File: src/core/scs_pkg.sv
/*
 * scs_pkg: shared constants for the system clock source select block:
 * register offsets, field positions, reset values and select codes.
 * assumes a 32-bit classic wishbone bus with word-aligned byte addresses.
 */
package scs_pkg;

   // register byte offsets
   localparam logic [3:0] SYS_CTRL_OFS    = 4'h0;   // system_control_reg
   localparam logic [3:0] PLL_CTRL_OFS    = 4'h4;   // pll_control_reg
   localparam logic [3:0] PRESC_CTRL_OFS  = 4'h8;   // prescaler_control_reg
   localparam logic [3:0] STATUS_OFS      = 4'hC;   // clock_status_reg

   // system_control_reg fields
   localparam int SEL_LSB        = 0;               // clock_source_select [1:0]

   // pll_control_reg fields
   localparam int BYP_BIT        = 0;               // vco_bypass
   localparam int BAND_LSB       = 1;               // vco_band_select [2:1]
   localparam int PREF_BIT       = 3;               // pll reference: 0 crystal, 1 internal
   localparam int PLL_INPUT_DIVIDER_LSB       = 4;               // pll_input_divider
   localparam int PLL_MULTIPLIER_LSB       = 8;               // pll_multiplier
   localparam int K2_LSB         = 16;              // pll_output_divider

   // prescaler_control_reg fields
   localparam int K1_LSB         = 0;               // prescaler_divider [9:0]
   localparam int PSRC_BIT       = 16;              // prescaler source: 0 crystal, 1 internal

   // clock_status_reg fields
   localparam int ST_SEL_LSB     = 0;               // active select [1:0]
   localparam int ST_PLL_BIT     = 2;               // pll running
   localparam int ST_PRESC_BIT   = 3;               // prescaler running

   // clock source select codes
   localparam logic [1:0] SEL_WAKEUP    = 2'h0;
   localparam logic [1:0] SEL_RESERVED  = 2'h1;
   localparam logic [1:0] SEL_GENERATOR = 2'h2;
   localparam logic [1:0] SEL_DIRECT    = 2'h3;

   // vco band codes
   localparam logic [1:0] BAND_LOW  = 2'h0;         // 50 to 110 MHz controlled
   localparam logic [1:0] BAND_HIGH = 2'h1;         // 100 to 160 MHz controlled

   // reset values: wakeup clock, vco bypassed, all dividers at one
   localparam logic [1:0] SEL_RST   = SEL_WAKEUP;
   localparam logic       BYP_RST   = 1'b1;
   localparam logic [1:0] BAND_RST  = BAND_LOW;

   // effective generation mode, one-hot
   typedef enum logic [3:0]
   {
      MODE_WAKE   = 4'b0001,
      MODE_DIRECT = 4'b0010,
      MODE_PRESC  = 4'b0100,
      MODE_PLL    = 4'b1000
   } scs_mode_e;

endpackage

File: src/core/scs_clock_select.sv
/*
 * scs_clock_select: system clock source selection and generation.
 * picks wakeup clock, direct external clock, prescaled oscillator or a
 * digital pll model, and presents the result as a level plus a tick.
 * assumes all source clocks are slower than clk_i / 2 and asynchronous
 * to it; each is brought in through two flip-flops.
 */
`timescale 1ns/1ns

module scs_clock_select
#(
   parameter int K1_W = 10,                         // prescaler divider width
   parameter int P_W  = 4,                          // pll input divider width
   parameter int N_W  = 8,                          // pll multiplier width
   parameter int K2_W = 7                           // pll output divider width
)
(
   // clock and reset
   input  wire logic        clk_i,
   input  wire logic        rst_i,
   // wishbone slave
   input  wire logic        wb_cyc_i,
   input  wire logic        wb_stb_i,
   input  wire logic        wb_we_i,
   input  wire logic [3:0]  wb_adr_i,
   input  wire logic [3:0]  wb_sel_i,
   input  wire logic [31:0] wb_dat_i,
   output logic      [31:0] wb_dat_o,
   output logic             wb_ack_o,
   // clock source pins, asynchronous
   input  wire logic        ext_clock_pin_i,
   input  wire logic        crystal_input_pin_i,
   input  wire logic        int_clock_i,
   input  wire logic        wakeup_clock_i,
   // generated system clock and analog controls
   output logic             sys_clk_o,
   output logic             sys_tick_o,
   output logic             pll_enable_o,
   output logic      [1:0]  vco_band_o
);

   localparam int NSRC  = 4;                        // number of source pins
   localparam int ACC_W = N_W + P_W + 2;            // pll phase accumulator width
   localparam int DIV_W = (K1_W > K2_W) ? K1_W + 1 : K2_W + 1;

   // source index in the synchroniser bank
   localparam int S_EXT  = 0;
   localparam int S_XTAL = 1;
   localparam int S_INT  = 2;
   localparam int S_WAKE = 3;
   localparam int SEL_LSB = scs_pkg::SEL_LSB;       // select field position in its image

   // registers
   logic [1:0]      clock_source_select_reg;        // active select code
   logic            vco_bypass_reg;
   logic [1:0]      vco_band_select_reg;
   logic            pll_ref_reg;                    // 1 = internal source
   logic [P_W-1:0]  pll_input_divider_reg;
   logic [N_W-1:0]  pll_multiplier_reg;
   logic [K2_W-1:0] pll_output_divider_reg;
   logic [K1_W-1:0] prescaler_divider_reg;
   logic            presc_src_reg;                  // 1 = internal source

   // synchronisers and edge detection
   logic [NSRC-1:0] sync1_reg;                      // first stage, read only by sync2
   logic [NSRC-1:0] sync2_reg;                      // settled level
   logic [NSRC-1:0] sync3_reg;                      // previous settled level
   logic [NSRC-1:0] rise;                           // one-cycle rising edge

   // generation datapath
   logic [ACC_W-1:0] acc_reg;                       // pll phase accumulator
   logic [ACC_W-1:0] acc_next;
   logic             vco_tick;                      // one vco period elapsed
   logic [DIV_W-1:0] div_cnt_reg;                   // output divider count
   logic [DIV_W-1:0] div_cnt_next;
   logic [DIV_W-1:0] div_k;                         // active divide factor
   scs_pkg::scs_mode_e mode;                        // effective mode
   scs_pkg::scs_mode_e mode_prev_reg;               // mode last cycle
   logic             src_tick;                      // tick fed to divider
   logic             src_level;                     // level for pass-through
   logic             pass;                          // divide by one, pass level
   logic             sys_clk_next;
   logic             sys_tick_next;

   // bus
   logic             wb_req;
   logic             wb_wr;
   logic [31:0]      rd_data;

   // byte-lane merge of a write into an old register image
   function automatic logic [31:0] merge(input logic [31:0] old_v,
                                         input logic [31:0] new_v,
                                         input logic [3:0]  sel);
      logic [31:0] r;
      r = old_v;
      for (int b = 0; b < 4; b++)
      begin
         if (sel[b])
         begin
            r[8*b +: 8] = new_v[8*b +: 8];
         end
      end
      return r;
   endfunction

   // register images as seen on the bus
   logic [31:0] sys_img;
   logic [31:0] pll_img;
   logic [31:0] presc_img;
   logic [31:0] stat_img;
   logic [31:0] sys_w;
   logic [31:0] pll_w;
   logic [31:0] presc_w;

   always_comb
   begin
      sys_img = 32'h0;
      sys_img[SEL_LSB +: 2] = clock_source_select_reg;
      pll_img = 32'h0;
      pll_img[scs_pkg::BYP_BIT]           = vco_bypass_reg;
      pll_img[scs_pkg::BAND_LSB +: 2]     = vco_band_select_reg;
      pll_img[scs_pkg::PREF_BIT]          = pll_ref_reg;
      pll_img[scs_pkg::PLL_INPUT_DIVIDER_LSB +: P_W]   = pll_input_divider_reg;
      pll_img[scs_pkg::PLL_MULTIPLIER_LSB +: N_W]   = pll_multiplier_reg;
      pll_img[scs_pkg::K2_LSB +: K2_W]    = pll_output_divider_reg;
      presc_img = 32'h0;
      presc_img[scs_pkg::K1_LSB +: K1_W]  = prescaler_divider_reg;
      presc_img[scs_pkg::PSRC_BIT]        = presc_src_reg;
      stat_img = 32'h0;
      stat_img[scs_pkg::ST_SEL_LSB +: 2]  = clock_source_select_reg;
      stat_img[scs_pkg::ST_PLL_BIT]       = (mode == scs_pkg::MODE_PLL);
      stat_img[scs_pkg::ST_PRESC_BIT]     = (mode == scs_pkg::MODE_PRESC);
      sys_w   = merge(sys_img, wb_dat_i, wb_sel_i);
      pll_w   = merge(pll_img, wb_dat_i, wb_sel_i);
      presc_w = merge(presc_img, wb_dat_i, wb_sel_i);
   end

   // a request is answered once; ack drops the cycle after it was given
   assign wb_req = wb_cyc_i && wb_stb_i && !wb_ack_o;
   assign wb_wr  = wb_req && wb_we_i;

   // bus acknowledge, one cycle after the request is seen
   always_ff @(posedge clk_i)
   begin
      if (rst_i)
      begin
         wb_ack_o <= 1'b0;
      end
      else
      begin
         wb_ack_o <= wb_req;
      end
   end

   // read mux; unmapped offsets read zero and are still acknowledged
   always_comb
   begin
      unique case (wb_adr_i)
         scs_pkg::SYS_CTRL_OFS:   rd_data = sys_img;
         scs_pkg::PLL_CTRL_OFS:   rd_data = pll_img;
         scs_pkg::PRESC_CTRL_OFS: rd_data = presc_img;
         scs_pkg::STATUS_OFS:     rd_data = stat_img;
         default:                 rd_data = 32'h0;
      endcase
   end

   // read data register, loaded with the answer
   always_ff @(posedge clk_i)
   begin
      if (rst_i)
      begin
         wb_dat_o <= 32'h0;
      end
      else if (wb_req && !wb_we_i)
      begin
         wb_dat_o <= rd_data;
      end
   end

   // system control register; the reserved code is dropped on write
   always_ff @(posedge clk_i)
   begin
      if (rst_i)
      begin
         clock_source_select_reg <= scs_pkg::SEL_RST;
      end
      else if (wb_wr && wb_adr_i == scs_pkg::SYS_CTRL_OFS &&
               sys_w[SEL_LSB +: 2] != scs_pkg::SEL_RESERVED)
      begin
         clock_source_select_reg <= sys_w[SEL_LSB +: 2];
      end
   end

   // pll control register
   always_ff @(posedge clk_i)
   begin
      if (rst_i)
      begin
         vco_bypass_reg         <= scs_pkg::BYP_RST;
         vco_band_select_reg    <= scs_pkg::BAND_RST;
         pll_ref_reg            <= 1'b0;
         pll_input_divider_reg  <= '0;
         pll_multiplier_reg     <= '0;
         pll_output_divider_reg <= '0;
      end
      else if (wb_wr && wb_adr_i == scs_pkg::PLL_CTRL_OFS)
      begin
         vco_bypass_reg         <= pll_w[scs_pkg::BYP_BIT];
         vco_band_select_reg    <= pll_w[scs_pkg::BAND_LSB +: 2];
         pll_ref_reg            <= pll_w[scs_pkg::PREF_BIT];
         pll_input_divider_reg  <= pll_w[scs_pkg::PLL_INPUT_DIVIDER_LSB +: P_W];
         pll_multiplier_reg     <= pll_w[scs_pkg::PLL_MULTIPLIER_LSB +: N_W];
         pll_output_divider_reg <= pll_w[scs_pkg::K2_LSB +: K2_W];
      end
   end

   // prescaler control register; full 0..1023 range is writable
   always_ff @(posedge clk_i)
   begin
      if (rst_i)
      begin
         prescaler_divider_reg <= '0;
         presc_src_reg         <= 1'b0;
      end
      else if (wb_wr && wb_adr_i == scs_pkg::PRESC_CTRL_OFS)
      begin
         prescaler_divider_reg <= presc_w[scs_pkg::K1_LSB +: K1_W];
         presc_src_reg         <= presc_w[scs_pkg::PSRC_BIT];
      end
   end

   // two-flop synchronisers, plus a third flop for edge detection
   genvar gi;
   generate
      for (gi = 0; gi < NSRC; gi++)
      begin : g_sync
         logic pin;
         if (gi == S_EXT)       assign pin = ext_clock_pin_i;
         else if (gi == S_XTAL) assign pin = crystal_input_pin_i;
         else if (gi == S_INT)  assign pin = int_clock_i;
         else                   assign pin = wakeup_clock_i;

         always_ff @(posedge clk_i)
         begin
            if (rst_i)
            begin
               sync1_reg[gi] <= 1'b0;
               sync2_reg[gi] <= 1'b0;
               sync3_reg[gi] <= 1'b0;
            end
            else
            begin
               sync1_reg[gi] <= pin;
               sync2_reg[gi] <= sync1_reg[gi];
               sync3_reg[gi] <= sync2_reg[gi];
            end
         end

         assign rise[gi] = sync2_reg[gi] && !sync3_reg[gi];
      end
   endgenerate

   // mode decode from select code and bypass bit
   always_comb
   begin
      unique case (clock_source_select_reg)
         scs_pkg::SEL_DIRECT:    mode = scs_pkg::MODE_DIRECT;
         scs_pkg::SEL_GENERATOR: mode = vco_bypass_reg ?
                                        scs_pkg::MODE_PRESC :
                                        scs_pkg::MODE_PLL;
         default:                mode = scs_pkg::MODE_WAKE;
      endcase
   end

   // pll model: each reference edge adds N, each vco period costs P,
   // so vco rate is f_ref * N / P; at most one vco tick per clk_i cycle
   assign vco_tick = (mode == scs_pkg::MODE_PLL) &&
                     (acc_reg >= ACC_W'(pll_input_divider_reg) + ACC_W'(1));

   always_comb
   begin
      acc_next = acc_reg;
      if (rise[pll_ref_reg ? S_INT : S_XTAL])
      begin
         acc_next = acc_next + ACC_W'(pll_multiplier_reg) + ACC_W'(1);
      end
      if (vco_tick)
      begin
         acc_next = acc_next - ACC_W'(pll_input_divider_reg) - ACC_W'(1);
      end
   end

   // accumulator is cleared whenever the pll is disabled
   always_ff @(posedge clk_i)
   begin
      if (rst_i)
      begin
         acc_reg <= '0;
      end
      else if (mode != scs_pkg::MODE_PLL)
      begin
         acc_reg <= '0;
      end
      else
      begin
         acc_reg <= acc_next;
      end
   end

   // source tick, level and divide factor for the active mode
   always_comb
   begin
      src_tick  = 1'b0;
      src_level = 1'b0;
      div_k     = DIV_W'(1);
      unique case (mode)
         scs_pkg::MODE_DIRECT:
         begin
            src_tick  = rise[S_EXT];
            src_level = sync2_reg[S_EXT];
         end
         scs_pkg::MODE_PRESC:
         begin
            src_tick  = rise[presc_src_reg ? S_INT : S_XTAL];
            src_level = sync2_reg[presc_src_reg ? S_INT : S_XTAL];
            div_k     = DIV_W'(prescaler_divider_reg) + DIV_W'(1);
         end
         scs_pkg::MODE_PLL:
         begin
            src_tick  = vco_tick;
            src_level = vco_tick;
            div_k     = DIV_W'(pll_output_divider_reg) + DIV_W'(1);
         end
         default:
         begin
            src_tick  = rise[S_WAKE];
            src_level = sync2_reg[S_WAKE];
         end
      endcase
   end

   // divide by one passes the source level straight through
   assign pass = (div_k == DIV_W'(1));

   // output divider: one system period per div_k source ticks; the
   // high phase spans the first half, rounded up
   always_comb
   begin
      div_cnt_next  = div_cnt_reg;
      sys_tick_next = 1'b0;
      if (src_tick)
      begin
         if (div_cnt_reg >= div_k - DIV_W'(1))
         begin
            div_cnt_next  = '0;
            sys_tick_next = 1'b1;
         end
         else
         begin
            div_cnt_next = div_cnt_reg + DIV_W'(1);
         end
      end
      if (pass)
      begin
         sys_clk_next = src_level;
      end
      else
      begin
         sys_clk_next = (div_cnt_next < ((div_k + DIV_W'(1)) >> 1));
      end
   end

   // divider state restarts on any mode change so no stale count leaks
   always_ff @(posedge clk_i)
   begin
      if (rst_i)
      begin
         div_cnt_reg   <= '0;
         mode_prev_reg <= scs_pkg::MODE_WAKE;
      end
      else
      begin
         mode_prev_reg <= mode;
         div_cnt_reg   <= (mode != mode_prev_reg) ? '0 : div_cnt_next;
      end
   end

   // registered outputs
   always_ff @(posedge clk_i)
   begin
      if (rst_i)
      begin
         sys_clk_o    <= 1'b0;
         sys_tick_o   <= 1'b0;
         pll_enable_o <= 1'b0;
         vco_band_o   <= scs_pkg::BAND_RST;
      end
      else
      begin
         sys_clk_o    <= sys_clk_next;
         sys_tick_o   <= sys_tick_next;
         pll_enable_o <= (mode == scs_pkg::MODE_PLL);
         vco_band_o   <= vco_band_select_reg;
      end
   end

endmodule

File: config.mk
export PLATFORM = sky130hd
export DESIGN_NAME = scs_clock_select
export DESIGN_NICKNAME = d
export VERILOG_FILES = /design/src/core/scs_pkg.sv /design/src/core/scs_clock_select.sv
export SDC_FILE = /design/constraint.sdc
export NUM_CORES = 1
export LEC_CHECK = 0
export BUFFER_PORTS_ARGS = -buffer_cell sky130_fd_sc_hd__buf_2
export CAP_MARGIN = 20
export CORE_MARGIN = 1.5
export CORE_UTILIZATION = 50
export DETAILED_ROUTE_END_ITERATION = 6
export GPL_TIMING_DRIVEN = 0
export PLACE_DENSITY = 0.76
export SKIP_CTS_REPAIR_TIMING = 1
export SYNTH_ARGS = -nofsm -noshare
export SYNTH_HDL_FRONTEND = slang
export SYNTH_SLANG_ARGS = --single-unit
export TNS_END_PERCENT = 20
File: constraint.sdc
create_clock -name clk_i -period 5.4 [get_ports clk_i]
set_clock_uncertainty 0.15 [all_clocks]
set_input_delay 0.54 -clock clk_i [delete_from_list [all_inputs] [get_ports clk_i]]
set_output_delay 0.54 -clock clk_i [all_outputs]
set_load 0.005 [all_outputs]
# Yosys cells after proc, flatten, opt, wreduce, memory -nomap -nowiden
# Cells that the tools add are included.
totals:
  register_bits: 115
  in_bits: 49
  wordCells: 112
op_classes:
  add_sub_neg: 10
  magnitude_cmp: 5
  n_eq_ne: 12
  mux: 24
  bitwise_logic: 1
  reduce_logical: 29
ops:
  columns: ["operator", "n"]
  rows:
  - ["one-hot mux 23 bit (4 select lines)", 1]
  - ["two-way mux 14 bit", 2]
  - ["adder 11 x 1 -> 11 bit, second input constant", 2]
  - ["two-way mux 11 bit", 2]
  - ["one-hot mux 11 bit (2 select lines)", 1]
  - ["adder 14 x 1 -> 14 bit, second input constant", 1]
  - ["adder 14 x 8 -> 14 bit", 1]
  - [">= comparator 14 x 5 -> 1 bit", 1]
  - ["subtractor 14 x 1 -> 14 bit, second input constant", 1]
  - ["subtractor 14 x 4 -> 14 bit", 1]
  - ["logical AND 1 bit", 13]
  - ["== test 4 bit, second input constant", 3]
  - ["AND reduction 2 bit", 6]
  - ["adder 10 x 1 -> 11 bit, second input constant", 1]
  - ["== test 11 x 1 -> 1 bit, second input constant", 1]
  - [">= comparator 11 bit", 1]
  - ["less-than comparator 11 x 10 -> 1 bit", 1]
  - ["subtractor 11 x 1 -> 11 bit, second input constant", 1]
  - ["adder 7 x 1 -> 8 bit, second input constant", 1]
  - ["== test 4 x 3 -> 1 bit, second input constant", 2]
  - ["two-way mux 1 bit", 8]
  - ["one-hot mux 4 bit (2 select lines)", 1]
  - ["binary-select mux 1 bit (select 2 bit)", 3]
  - ["zero test 1 bit", 6]
  - ["other kinds (13)", 20]

# Depth between registers and ports, before layout
# Gate-level depths: netlist (run 1).
depth:
  ltp_word: 10
  depth_mapped: 26

# Worst setup path after synthesis (run 1)
# No wires, ideal clock.
synth_timing:
  path_kind: "flip-flop to flip-flop"
  start: "register clock_source_select_reg[1]"
  end: "register sys_clk_o"
  setup_time_ns: 0.087
  arrival_time_ns: 4.827
  slack_ns: 0.336
  path_stages_with_launch: 25
  cell_sequence: "dfxtp_1 -> inv_2 -> nor3_1 -> a22oi_1 -> inv_1 -> ha_1 -> nand2_1 -> nor4_1 -> xnor2_1 -> ha_1 -> a21o_1 -> a21o_1 -> a21oi_1 -> o21a_1 -> clkbuf_1 -> a21oi_1 -> o22ai_1 -> ha_1 -> a21o_1 -> a21o_1 -> a21oi_1 -> nor2_1 -> a2111oi_0 -> o311ai_0 -> o31ai_1"
synth_between:
  elab_chain_cells: 10
synth_lines:
  columns: ["element", "line_no", "rtl"]
  rows:
  - ["start, declared", "scs_clock_select.sv:54", "logic [1:0] clock_source_select_reg;"]
  - ["start signal, assigned", "scs_clock_select.sv:185", "clock_source_select_reg <= scs_pkg::SEL_RST;"]
  - ["start signal, assigned", "scs_clock_select.sv:190", "clock_source_select_reg <= sys_w[SEL_LSB +: 2];"]
  - ["== test 2 bit", "scs_clock_select.sv:266", "unique case (clock_source_select_reg)"]
  - ["one-hot mux 4 bit (2 select lines) *", "scs_clock_select.sv:266", null]
  - ["== test 4 bit / == test 4 x 3 -> 1 bit (equally long branches)", "scs_clock_select.sv:277, scs_clock_select.sv:316", null]
  - ["one-hot mux 11 bit (2 select lines)", "scs_clock_select.sv:316", "unique case (mode)"]
  - ["subtractor 11 x 1 -> 11 bit", "scs_clock_select.sv:353", "if (div_cnt_reg >= div_k - DIV_W'(1))"]
  - [">= comparator 11 bit", "scs_clock_select.sv:353", null]
  - ["two-way mux 11 bit", "scs_clock_select.sv:353", null]
  - ["two-way mux 11 bit *", "scs_clock_select.sv:351", "if (src_tick)"]
  - ["via div_cnt_next[4]", "scs_clock_select.sv:75", "logic [DIV_W-1:0] div_cnt_next;"]
  - ["less-than comparator 11 x 10 -> 1 bit *", "scs_clock_select.sv:369", "sys_clk_next = (div_cnt_next < ((div_k + DIV_W'(1)) >> 1));"]
  - ["two-way mux 1 bit *", "scs_clock_select.sv:363", "if (pass)"]
  - ["end signal, assigned", "scs_clock_select.sv:400", "sys_clk_o <= sys_clk_next;"]
  - ["end, declared", "scs_clock_select.sv:36", "output logic sys_clk_o,"]
# The timed path passes the listed nets; every way through them passes the cells marked *.
# A chain may end at the register's enable or synchronous reset.

# Worst setup path in the final report (run 1)
layout_timing:
  start: "register pll_output_divider_reg[0]"
  end: "register sys_clk_o"
layout_between:
  elab_chain_cells: 8
layout_lines:
  columns: ["element", "line_no", "rtl"]
  rows:
  - ["start, declared", "scs_clock_select.sv:60", "logic [K2_W-1:0] pll_output_divider_reg;"]
  - ["start signal, assigned", "scs_clock_select.sv:213", "pll_output_divider_reg <= pll_w[scs_pkg::K2_LSB +: K2_W];"]
  - ["adder 7 x 1 -> 8 bit", "scs_clock_select.sv:332", "div_k = DIV_W'(pll_output_divider_reg) + DIV_W'(1);"]
  - ["one-hot mux 11 bit (2 select lines)", "scs_clock_select.sv:316", null]
  - ["subtractor 11 x 1 -> 11 bit", "scs_clock_select.sv:353", null]
  - [">= comparator 11 bit", "scs_clock_select.sv:353", null]
  - ["two-way mux 11 bit", "scs_clock_select.sv:353", null]
  - ["two-way mux 11 bit", "scs_clock_select.sv:351", null]
  - ["via div_cnt_next[4]", "scs_clock_select.sv:75", null]
  - ["less-than comparator 11 x 10 -> 1 bit", "scs_clock_select.sv:369", null]
  - ["two-way mux 1 bit", "scs_clock_select.sv:363", null]
# The timed path passes the listed nets, and every way through them passes these cells.

==> results_dict.tcl, run 1 <==
set metrics [dict create \
    critical_path.startpoint_type "flip-flop" \
    whs_ns 0.234 \
    track_usage_pct 25.7 \
    area_delta_synth_final_pct 16.5 \
    fin_crit_ns 5.03 \
    wl_met1_mm 8.01 \
    layout.nets 989 \
    drt_first_pass_iters 5 \
    yosys.area.top_type "dfxtp_1" \
    place_ws_ns -0.841 \
    synth.avg_cell_area_um2 8.02 \
    dieArea_mm2 0.0136 \
    path_class "reg -> reg" \
    cts.htree.levels 3 \
    io_pins 87 \
    synth.top_cell.area_share_pct 32.8 \
    rsz0062_at_grt "no" \
    antenna_found_initial 0 \
    gp_congestion 0.947 \
    wire_per_inst_um 16.2 \
    end_kind "flip-flop" \
    diodes 0 \
    num_vias 6117 \
    ys.warnings.count 0 \
    synth_common_cells "106 x dfxtp_1, 81 x nand2_1, 75 x nor2_1" \
    arrival_ns 5.14 \
    num-fill-cells 1169 \
    wl_met3_mm 1.28 \
    cts_tree "yes" \
    die_w_um 117 \
    synth_ff_type "dfxtp_1" \
    crit_path_top_delay_cell "dfxtp_2" \
    cts.clk_slew.worst_paths_ns 0.08 \
    row_count 41 \
    ys_seq_area_share_pct 32.8 \
    ys_types 70 \
    start_util_pct 51.2 \
    path_common_cell "a21o_1" \
    overflow 0 \
    vdd_drop_max_uv 162 \
    worstMarginPinSlew_ns 0.761 \
    seqCellArea_mm2 0.00213 \
    drt-initial-drc-count 420 \
    cap_violations 0 \
    p_leak_nw 3.00 \
    largest_reg_flops 23 \
    hold_viol 0 \
    path_cells "ha_1 -> and3_1 -> nand3_1 -> xor2_1 -> o22ai_4 -> nor4_2 -> xnor2_1 -> ha_1 -> a21o_1 -> a21o_1 -> a21oi_1 -> o21a_2 -> buf_6 -> a21oi_1 -> o22ai_2 -> ha_1 -> a21o_1 -> a21o_1 -> a21oi_1 -> nor2_1 -> a2111oi_2 -> o311ai_1 -> o31ai_1" \
    finalCritPeriodShare_pct 93.2 \
    io_buffer_count 64 \
    clock-sinks 106 \
    grt_max_degree 19 \
    status "finished clean" \
    wl_mm 17.4 \
    cpPeakStageDelay_ns 0.41 \
    required_ns 5.51 \
    wl_met2_mm 7.64 \
    routed.top_layer "met4" \
    ff2ff_path_depth 23 \
    numCtsBuffers 9 \
    dp_hpwl_mm 13.0 \
    hp-class "in -> reg" \
    synth.most_common_cell "dfxtp_1" \
    grt_pass1_vias 5447 \
    synthTopCellsByArea "dfxtp_1 33%, ha_1 8.5%, a21oi_1 5.4%" \
    async_flop_share_pct 0 \
    synth_edf_count 0 \
    clockBufferDepth 2 \
    slew_violations 0 \
    drc 0 \
    multi_input_area_mm2 0.00414 \
    hold_depth 2 \
    syn_inst 806 \
    ant_nets 0 \
    setup_violations 0 \
    vias_per_cell 5.71 \
    grt_first_pass_wirelength_mm 27.2 \
    worstPathMaxFanout 10 \
    synth_area_mm2 0.00647 \
    ys_seq_elements 106 \
    fin_ws_ns 0.367 \
    insertion_delay_ns 0.36 \
    clk_root_buffer_cell "clkbuf_16" \
    power.density_mw_per_mm2 209 \
    die_height_um 117 \
    final_util_pct 59.7 \
    coreArea_mm2 0.0126 \
    slew_headroom_pct 49.2 \
    fmax_mhz 199 \
    finalInstanceArea_mm2 0.00754 \
    drive_above_1_share_pct 16.4 \
    place_area_mm2 0.00703 \
]
layout by cell type (no fill, tap or decap), types with 4 or more instances in the layout:
cell type	count
nor2_1	75
ha_1	44
o211ai_1	4
a31oi_1	7
nand2_1	80
or3_1	12
xor2_1	21
o21ai_0	12
clkbuf_16	9
inv_1	33
nor3_1	17
and3_1	6
nand3_1	58
clkbuf_1	30
conb_1	9
a21oi_1	70
buf_4	19
o21a_1	9
a22oi_1	22
nand2b_1	8
mux2i_1	8
dfxtp_1	100
o31ai_1	4
a21o_1	14
nand4_1	10
nor2b_1	28
o22ai_1	7
buf_2	66
dfxtp_2	5
xnor2_1	27
per-stage QoR:
stage	TNS (ns)	instances	total power, W
after detailed placement	-0.841	1050	0.000893
final	0	1071	0.00158
after global placement	-0.928	1050	0.000892
after floorplan	0	814	0.000857
after CTS	-0.881	1066	0.00158
after global routing	0	1071	0.00162
power breakdown:
group          switching [W]  internal (W)
Clock               0.000321      0.000378
Sequential        0.00000242      0.000785
Combinational      0.0000561     0.0000330
Total               0.000380       0.00120
worst max-delay path: cells and delay by family (launching register included):
kind,cells,cell delay [ns]
AOI/OAI and AO/OA,13,2.32
xor gates and xnor gates,2,0.42
adders and majority gates,3,0.74
buffers and inverters,1,0.15
DFF,1,0.41
and+or+nand+nor,4,0.72
layout make-up:
| class | count | share of cell area, % |
|---|---|---|
| clock inverter | 6 | 0.930 |
| tap | 172 | 2.86 |
| buffer | 47 | 3.12 |
| inverter | 34 | 1.69 |
| multi-input combinational | 624 | 54.9 |
| sequential | 106 | 28.3 |
| clock buffer | 10 | 3.17 |
| timing repair buffer | 72 | 5.05 |
per-layer routing:
layer	track usage, %	up-vias
met5	0	-
met4	9.40	0
met3	4.57	31
met2	39.3	240
met1	36.5	2825
li1	-	3021
logic make-up (layout without fill, tap and decap cells):
kind of cell | count (synthesis) | in the layout | synth area share [%]
AO/OA/AOI/OAI | 188 | 188 | 19.9
XOR/XNOR | 50 | 50 | 6.77
adder cells (fa/ha/maj) | 46 | 46 | 9.13
buffers and inverters | 84 | 169 | 5.63
flip-flops | 106 | 106 | 32.8
multiplexers | 10 | 10 | 1.59
other | 1 | 9 | 0.0580
AND/OR/NAND/NOR | 321 | 321 | 24.1
worst paths after layout:
check	from	to	slack, ns
max	pll_output_divider_reg[0]$_SDFFE_PP0P_	sys_clk_o$_SDFF_PP0_	0.37
min	wakeup_clock_i	sync1_reg[3]$_SDFF_PP0_	0.23
max reg2reg	pll_output_divider_reg[0]$_SDFFE_PP0P_	sys_clk_o$_SDFF_PP0_	0.37
min reg2reg	sync1_reg[2]$_SDFF_PP0_	sync2_reg[2]$_SDFF_PP0_	0.29
Power figures use the tool's default switching activity.
==> run 2, diff against run 1 <==
--- a/config.mk
+++ b/config.mk
@@ -6,12 +6,13 @@
 export NUM_CORES = 1
 export LEC_CHECK = 0
 export BUFFER_PORTS_ARGS = -buffer_cell sky130_fd_sc_hd__buf_2
-export CAP_MARGIN = 20
+export CAP_MARGIN = 5
 export CORE_MARGIN = 1.5
-export CORE_UTILIZATION = 50
+export CORE_UTILIZATION = 25
 export DETAILED_ROUTE_END_ITERATION = 6
 export GPL_TIMING_DRIVEN = 0
-export PLACE_DENSITY = 0.76
+export PLACE_DENSITY = 0.45
+export SETUP_SLACK_MARGIN = 0.4
 export SKIP_CTS_REPAIR_TIMING = 1
 export SYNTH_ARGS = -nofsm -noshare
 export SYNTH_HDL_FRONTEND = slang
==> results_dict.tcl, run 2 (synthesis results as in run 1) <==
set metrics [dict create \
    status "finished clean" \
    clockBufferDepth 2 \
    worstPathMaxFanout 6 \
    row_count 58 \
    insertion_delay_ns 0.37 \
    grt_max_degree 20 \
    path_class "reg -> reg" \
    finalInstanceArea_mm2 0.00809 \
    dp_cells 1208 \
    required_ns 5.52 \
    hold_viol 0 \
    gp_congestion 0.815 \
    hp-class "in -> reg" \
    fmax_mhz 208 \
    finalNonFillerCells 1251 \
    cap_violations 0 \
    fin_setup_tns_ns 0 \
    place_ws_ns -0.887 \
    worstMarginPinSlew_ns 0.820 \
    vdd_drop_max_uv 152 \
    drive_above_1_share_pct 21.3 \
    largest_reg_flops 23 \
    cts.htree.levels 3 \
    numCtsBuffers 9 \
    p_leak_nw 3.12 \
    drt-initial-drc-count 345 \
    cts_tree "yes" \
    dp_hpwl_mm 15.7 \
    critical_path.startpoint_type "flip-flop" \
    grt_first_pass_wirelength_mm 31.5 \
    drc 0 \
    start_util_pct 25.6 \
    track_usage_pct 15.4 \
    grt_pass1_vias 5465 \
    drt_first_pass_iters 5 \
    rsz0062_at_grt "yes" \
    layout_common_cells "97 x dfxtp_1, 79 x nand2_1, 72 x nor2_1" \
    num_vias 5986 \
    arrival_ns 4.93 \
    multi_input_area_mm2 0.00432 \
    num-fill-cells 2774 \
    end_kind "flip-flop" \
    seqCellArea_mm2 0.00215 \
    die_height_um 164 \
    wl_mm 20.4 \
    ant_nets 0 \
    dieArea_mm2 0.0268 \
    slew_headroom_pct 45.3 \
    vias_per_cell 4.78 \
    clock-sinks 106 \
    setup_violations 0 \
    wire_per_inst_um 16.3 \
    mostFrequentLayoutCell "dfxtp_1" \
    io_buffer_count 64 \
    cts.clk_slew.worst_paths_ns 0.09 \
    clk_root_buffer_cell "clkbuf_16" \
    layout.nets 1011 \
    io_pins 87 \
    overflow 0 \
    power.density_mw_per_mm2 191 \
    diodes 0 \
    slew_violations 0 \
    place_area_mm2 0.00723 \
    fin_ws_ns 0.584 \
    coreArea_mm2 0.0253 \
    fin_crit_ns 4.82 \
    antenna_found_initial 0 \
    die_w_um 164 \
    area_delta_synth_final_pct 25.2 \
    p_total_w 0.00155 \
    finalCritPeriodShare_pct 89.2 \
]
run 2: cell types whose count changed in the layout (fill, tap and decap cells not counted), moves of 4 or more:
cell / change
ha_1: -4
a21oi_2: +4
dfxtp_4: +5
ha_4: +4
a21oi_1: -4
xor2_2: +4
buf_4: +19
xor2_1: -4
run 2: layer usage:
metal / routed length (µm) / GRT usage, % / up-vias
met5: 0 / 0 / -
met2: 9020 / 23.4 / 122
met4: 320 / 3.93 / 0
met1: 10200 / 22.1 / 2782
met3: 859 / 3.08 / 17
li1: - / - / 3065
run 2: critical path, cell delays in order, from the launching register on:
cell	delay (ns)
dfxtp_4	0.39
ha_4	0.14
and3_4	0.18
buf_6	0.12
nand3_2	0.09
xor2_2	0.26
o22ai_4	0.14
nor4_2	0.26
xnor2_1	0.13
ha_1	0.32
a21o_1	0.16
a21o_1	0.17
a21oi_1	0.11
o21a_1	0.22
buf_6	0.15
a21oi_2	0.06
o22ai_2	0.21
ha_1	0.28
a21o_1	0.17
a21o_1	0.16
a21oi_2	0.13
nor2_2	0.05
a2111oi_4	0.20
o311ai_1	0.15
o31ai_1	0.31
run 2: area by class of cell:
type | count | area share [%]
Tap cell | 330 | 5.10
Multi-Input combinational cell | 624 | 53.4
Timing Repair Buffer | 91 | 6.46
Inverter | 34 | 1.64
Sequential cell | 106 | 26.5
Clock inverter | 7 | 0.727
Buffer | 50 | 3.34
Clock buffer | 9 | 2.78
run 2: path summary, 6_finish.rpt:
| check | startpoint | to | slack [ns] | depth (start not counted) |
|---|---|---|---|---|
| worst min register to register | sync1_reg[1]$_SDFF_PP0_ | sync2_reg[1]$_SDFF_PP0_ | 0.30 | 1 |
| worst min-delay path | ext_clock_pin_i | sync1_reg[0]$_SDFF_PP0_ | 0.24 | 2 |
| worst max-delay path | prescaler_divider_reg[0]$_SDFFE_PP0P_ | sys_clk_o$_SDFF_PP0_ | 0.58 | 24 |
| worst max register to register | prescaler_divider_reg[0]$_SDFFE_PP0P_ | sys_clk_o$_SDFF_PP0_ | 0.58 | 24 |
run 2: where the power goes:
part           switching [W]   total, W  internal, W
clock               0.000344   0.000667     0.000322
combinational      0.0000598  0.0000933    0.0000336
sequential        0.00000248   0.000785     0.000783
total               0.000407    0.00155      0.00114
run 2: per-stage QoR:
stage                     util [%]  hold WS [ns]
after CTS                     29.8         0.223
after global placement        28.6         0.279
after detailed placement      28.6         0.279
final                         32.1         0.237
after global routing          32.1         0.246
after floorplan                  -         0.264
==> run 3, diff against run 2 <==
--- a/config.mk
+++ b/config.mk
@@ -8,10 +8,10 @@
 export BUFFER_PORTS_ARGS = -buffer_cell sky130_fd_sc_hd__buf_2
 export CAP_MARGIN = 5
 export CORE_MARGIN = 1.5
-export CORE_UTILIZATION = 25
+export CORE_UTILIZATION = 53
 export DETAILED_ROUTE_END_ITERATION = 6
 export GPL_TIMING_DRIVEN = 0
-export PLACE_DENSITY = 0.45
+export PLACE_DENSITY = 0.79
 export SETUP_SLACK_MARGIN = 0.4
 export SKIP_CTS_REPAIR_TIMING = 1
 export SYNTH_ARGS = -nofsm -noshare
==> results_dict.tcl, run 3 (synthesis results as in run 1) <==
set metrics [dict create \
    dp_hpwl_mm 12.8 \
    die_w_um 113 \
    p_total_w 0.00157 \
    wire_per_inst_um 17.2 \
    timing.rr.end "sys_clk_o$_SDFF_PP0_" \
    path_buf_inv 2 \
    worstPathMaxFanout 8 \
    power.density_mw_per_mm2 202 \
    ant_nets 0 \
    required_ns 5.49 \
    mostFrequentLayoutCell "dfxtp_1" \
    drt_first_pass_iters 5 \
    hp-class "in -> reg" \
    r2r_start "prescaler_divider_reg[1]$_SDFFE_PP0P_" \
    cp_num_cells 22 \
    wl_mm 18.2 \
    numCtsBuffers 9 \
    startpoint "prescaler_divider_reg[1]$_SDFFE_PP0P_" \
    io_buffer_count 64 \
    clk_root_buffer_cell "clkbuf_16" \
    slew_headroom_pct 55.9 \
    rsz0062_at_grt "yes" \
    drc 0 \
    status "finished clean" \
    grt_pass1_vias 5408 \
    ff2ff_path_depth 22 \
    critical_path.startpoint_type "flip-flop" \
    crit_path_top_delay_cell "or3_4" \
    die_height_um 113 \
    arrival_ns 5.29 \
    p_leak_nw 3.08 \
    vias_per_cell 5.98 \
    clock-sinks 106 \
    layout.nets 1003 \
    seqCellArea_mm2 0.00214 \
    area_delta_synth_final_pct 19.8 \
    vdd_drop_max_uv 129 \
    worstMarginPinSlew_ns 0.662 \
    fmax_mhz 192 \
    slew_violations 0 \
    path_cells "ha_4 -> and3_4 -> buf_6 -> o31ai_4 -> a31oi_1 -> a21o_2 -> nor4_4 -> nand2_1 -> xor2_1 -> ha_1 -> a21o_1 -> a21oi_2 -> o21a_1 -> nand2b_1 -> buf_6 -> or3_4 -> nand2_4 -> ha_4 -> a21o_1 -> a2111oi_4 -> o311ai_1 -> o31ai_1" \
    largest_reg_flops 23 \
    cts_tree "yes" \
    antenna_found_initial 0 \
    cts.htree.levels 3 \
    coreArea_mm2 0.0120 \
    crit_path_end "sys_clk_o$_SDFF_PP0_" \
    layout_common_cells "97 x dfxtp_1, 79 x nand2_1, 74 x nor2_1" \
    gp_congestion 0.905 \
    cap_violations 0 \
    fin_ws_ns 0.198 \
    finalCritPeriodShare_pct 96.3 \
    critical_path.top_delay_family "compound AO/OA/AOI/OAI gates" \
    wl_met1_mm 7.85 \
    multi_input_area_mm2 0.00426 \
    io_pins 87 \
    dp_cells 1025 \
    grt_first_pass_wirelength_mm 27.1 \
    overflow 0 \
    drive_above_1_share_pct 19.6 \
    drt-initial-drc-count 470 \
    fin_crit_ns 5.20 \
    start_util_pct 54.1 \
    grt_max_degree 20 \
    track_usage_pct 26.5 \
    num-fill-cells 978 \
    wl_met2_mm 8.24 \
    setup_violations 0 \
    fin_setup_tns_ns 0 \
    insertion_delay_ns 0.36 \
    diodes 0 \
    num_vias 6337 \
    clockBufferDepth 2 \
    finalNonFillerCells 1060 \
    wl_met3_mm 1.48 \
    whs_ns 0.250 \
    routed.top_layer "met4" \
    hold_viol 0 \
    dieArea_mm2 0.0129 \
    place_ws_ns -0.539 \
    path_class "reg -> reg" \
    cts.clk_slew.worst_paths_ns 0.08 \
    reg2reg_setup_slack_ns 0.20 \
    row_count 40 \
    cpPeakStageDelay_ns 0.38 \
    end_kind "flip-flop" \
]
## run 3: cell types whose count changed in the layout (fill, tap and decap cells not counted), sizes merged
cell,change
buf,-8
bufinv,+1
clkinv,-1
## run 3: area by class of cell
type | count | area share, %
well taps | 147 | 2.37
inverters | 34 | 1.65
clock inverters | 7 | 1.05
multi-input cells | 624 | 54.9
repair buffers | 83 | 5.97
flip-flops and latches | 106 | 27.6
plain buffers | 50 | 3.50
clock buffers | 9 | 2.91
## run 3: metal layers
layer	vias to the layer above	global-route usage, %
li1	3041	-
met1	2937	36.5
met2	301	41.3
met3	58	5.05
met4	0	10.3
met5	-	0
## run 3: stage by stage
step,instance area [µm²],util (%)
2_1_floorplan,6500,-
3_3_place_gp,7010,58.6
3_5_place_dp,7010,58.6
4_1_cts,7310,61.1
5_1_grt,7750,64.8
6_report,7750,64.8
## run 3: how the worst min path moves through the flow
stage / from / end / slack, ns / cells after the start
2_1_floorplan: sync1_reg[0]$_SDFF_PP0_ / sync2_reg[0]$_SDFF_PP0_ / 0.26 / 1
3_3_place_gp: sync1_reg[1]$_SDFF_PP0_ / sync2_reg[1]$_SDFF_PP0_ / 0.27 / 1
3_5_place_dp: sync1_reg[2]$_SDFF_PP0_ / sync2_reg[2]$_SDFF_PP0_ / 0.28 / 1
4_1_cts: ext_clock_pin_i / sync1_reg[0]$_SDFF_PP0_ / 0.25 / 2
5_1_grt: crystal_input_pin_i / sync1_reg[1]$_SDFF_PP0_ / 0.26 / 2
6_report: crystal_input_pin_i / sync1_reg[1]$_SDFF_PP0_ / 0.25 / 2
## run 3: power by group
part / internal, W / switching, W / leakage (nW) / total (W)
Combinational: 0.0000334 / 0.0000560 / 2.07 / 0.0000895
Clock: 0.000368 / 0.000325 / 0.147 / 0.000693
Sequential: 0.000784 / 0.00000250 / 0.860 / 0.000787
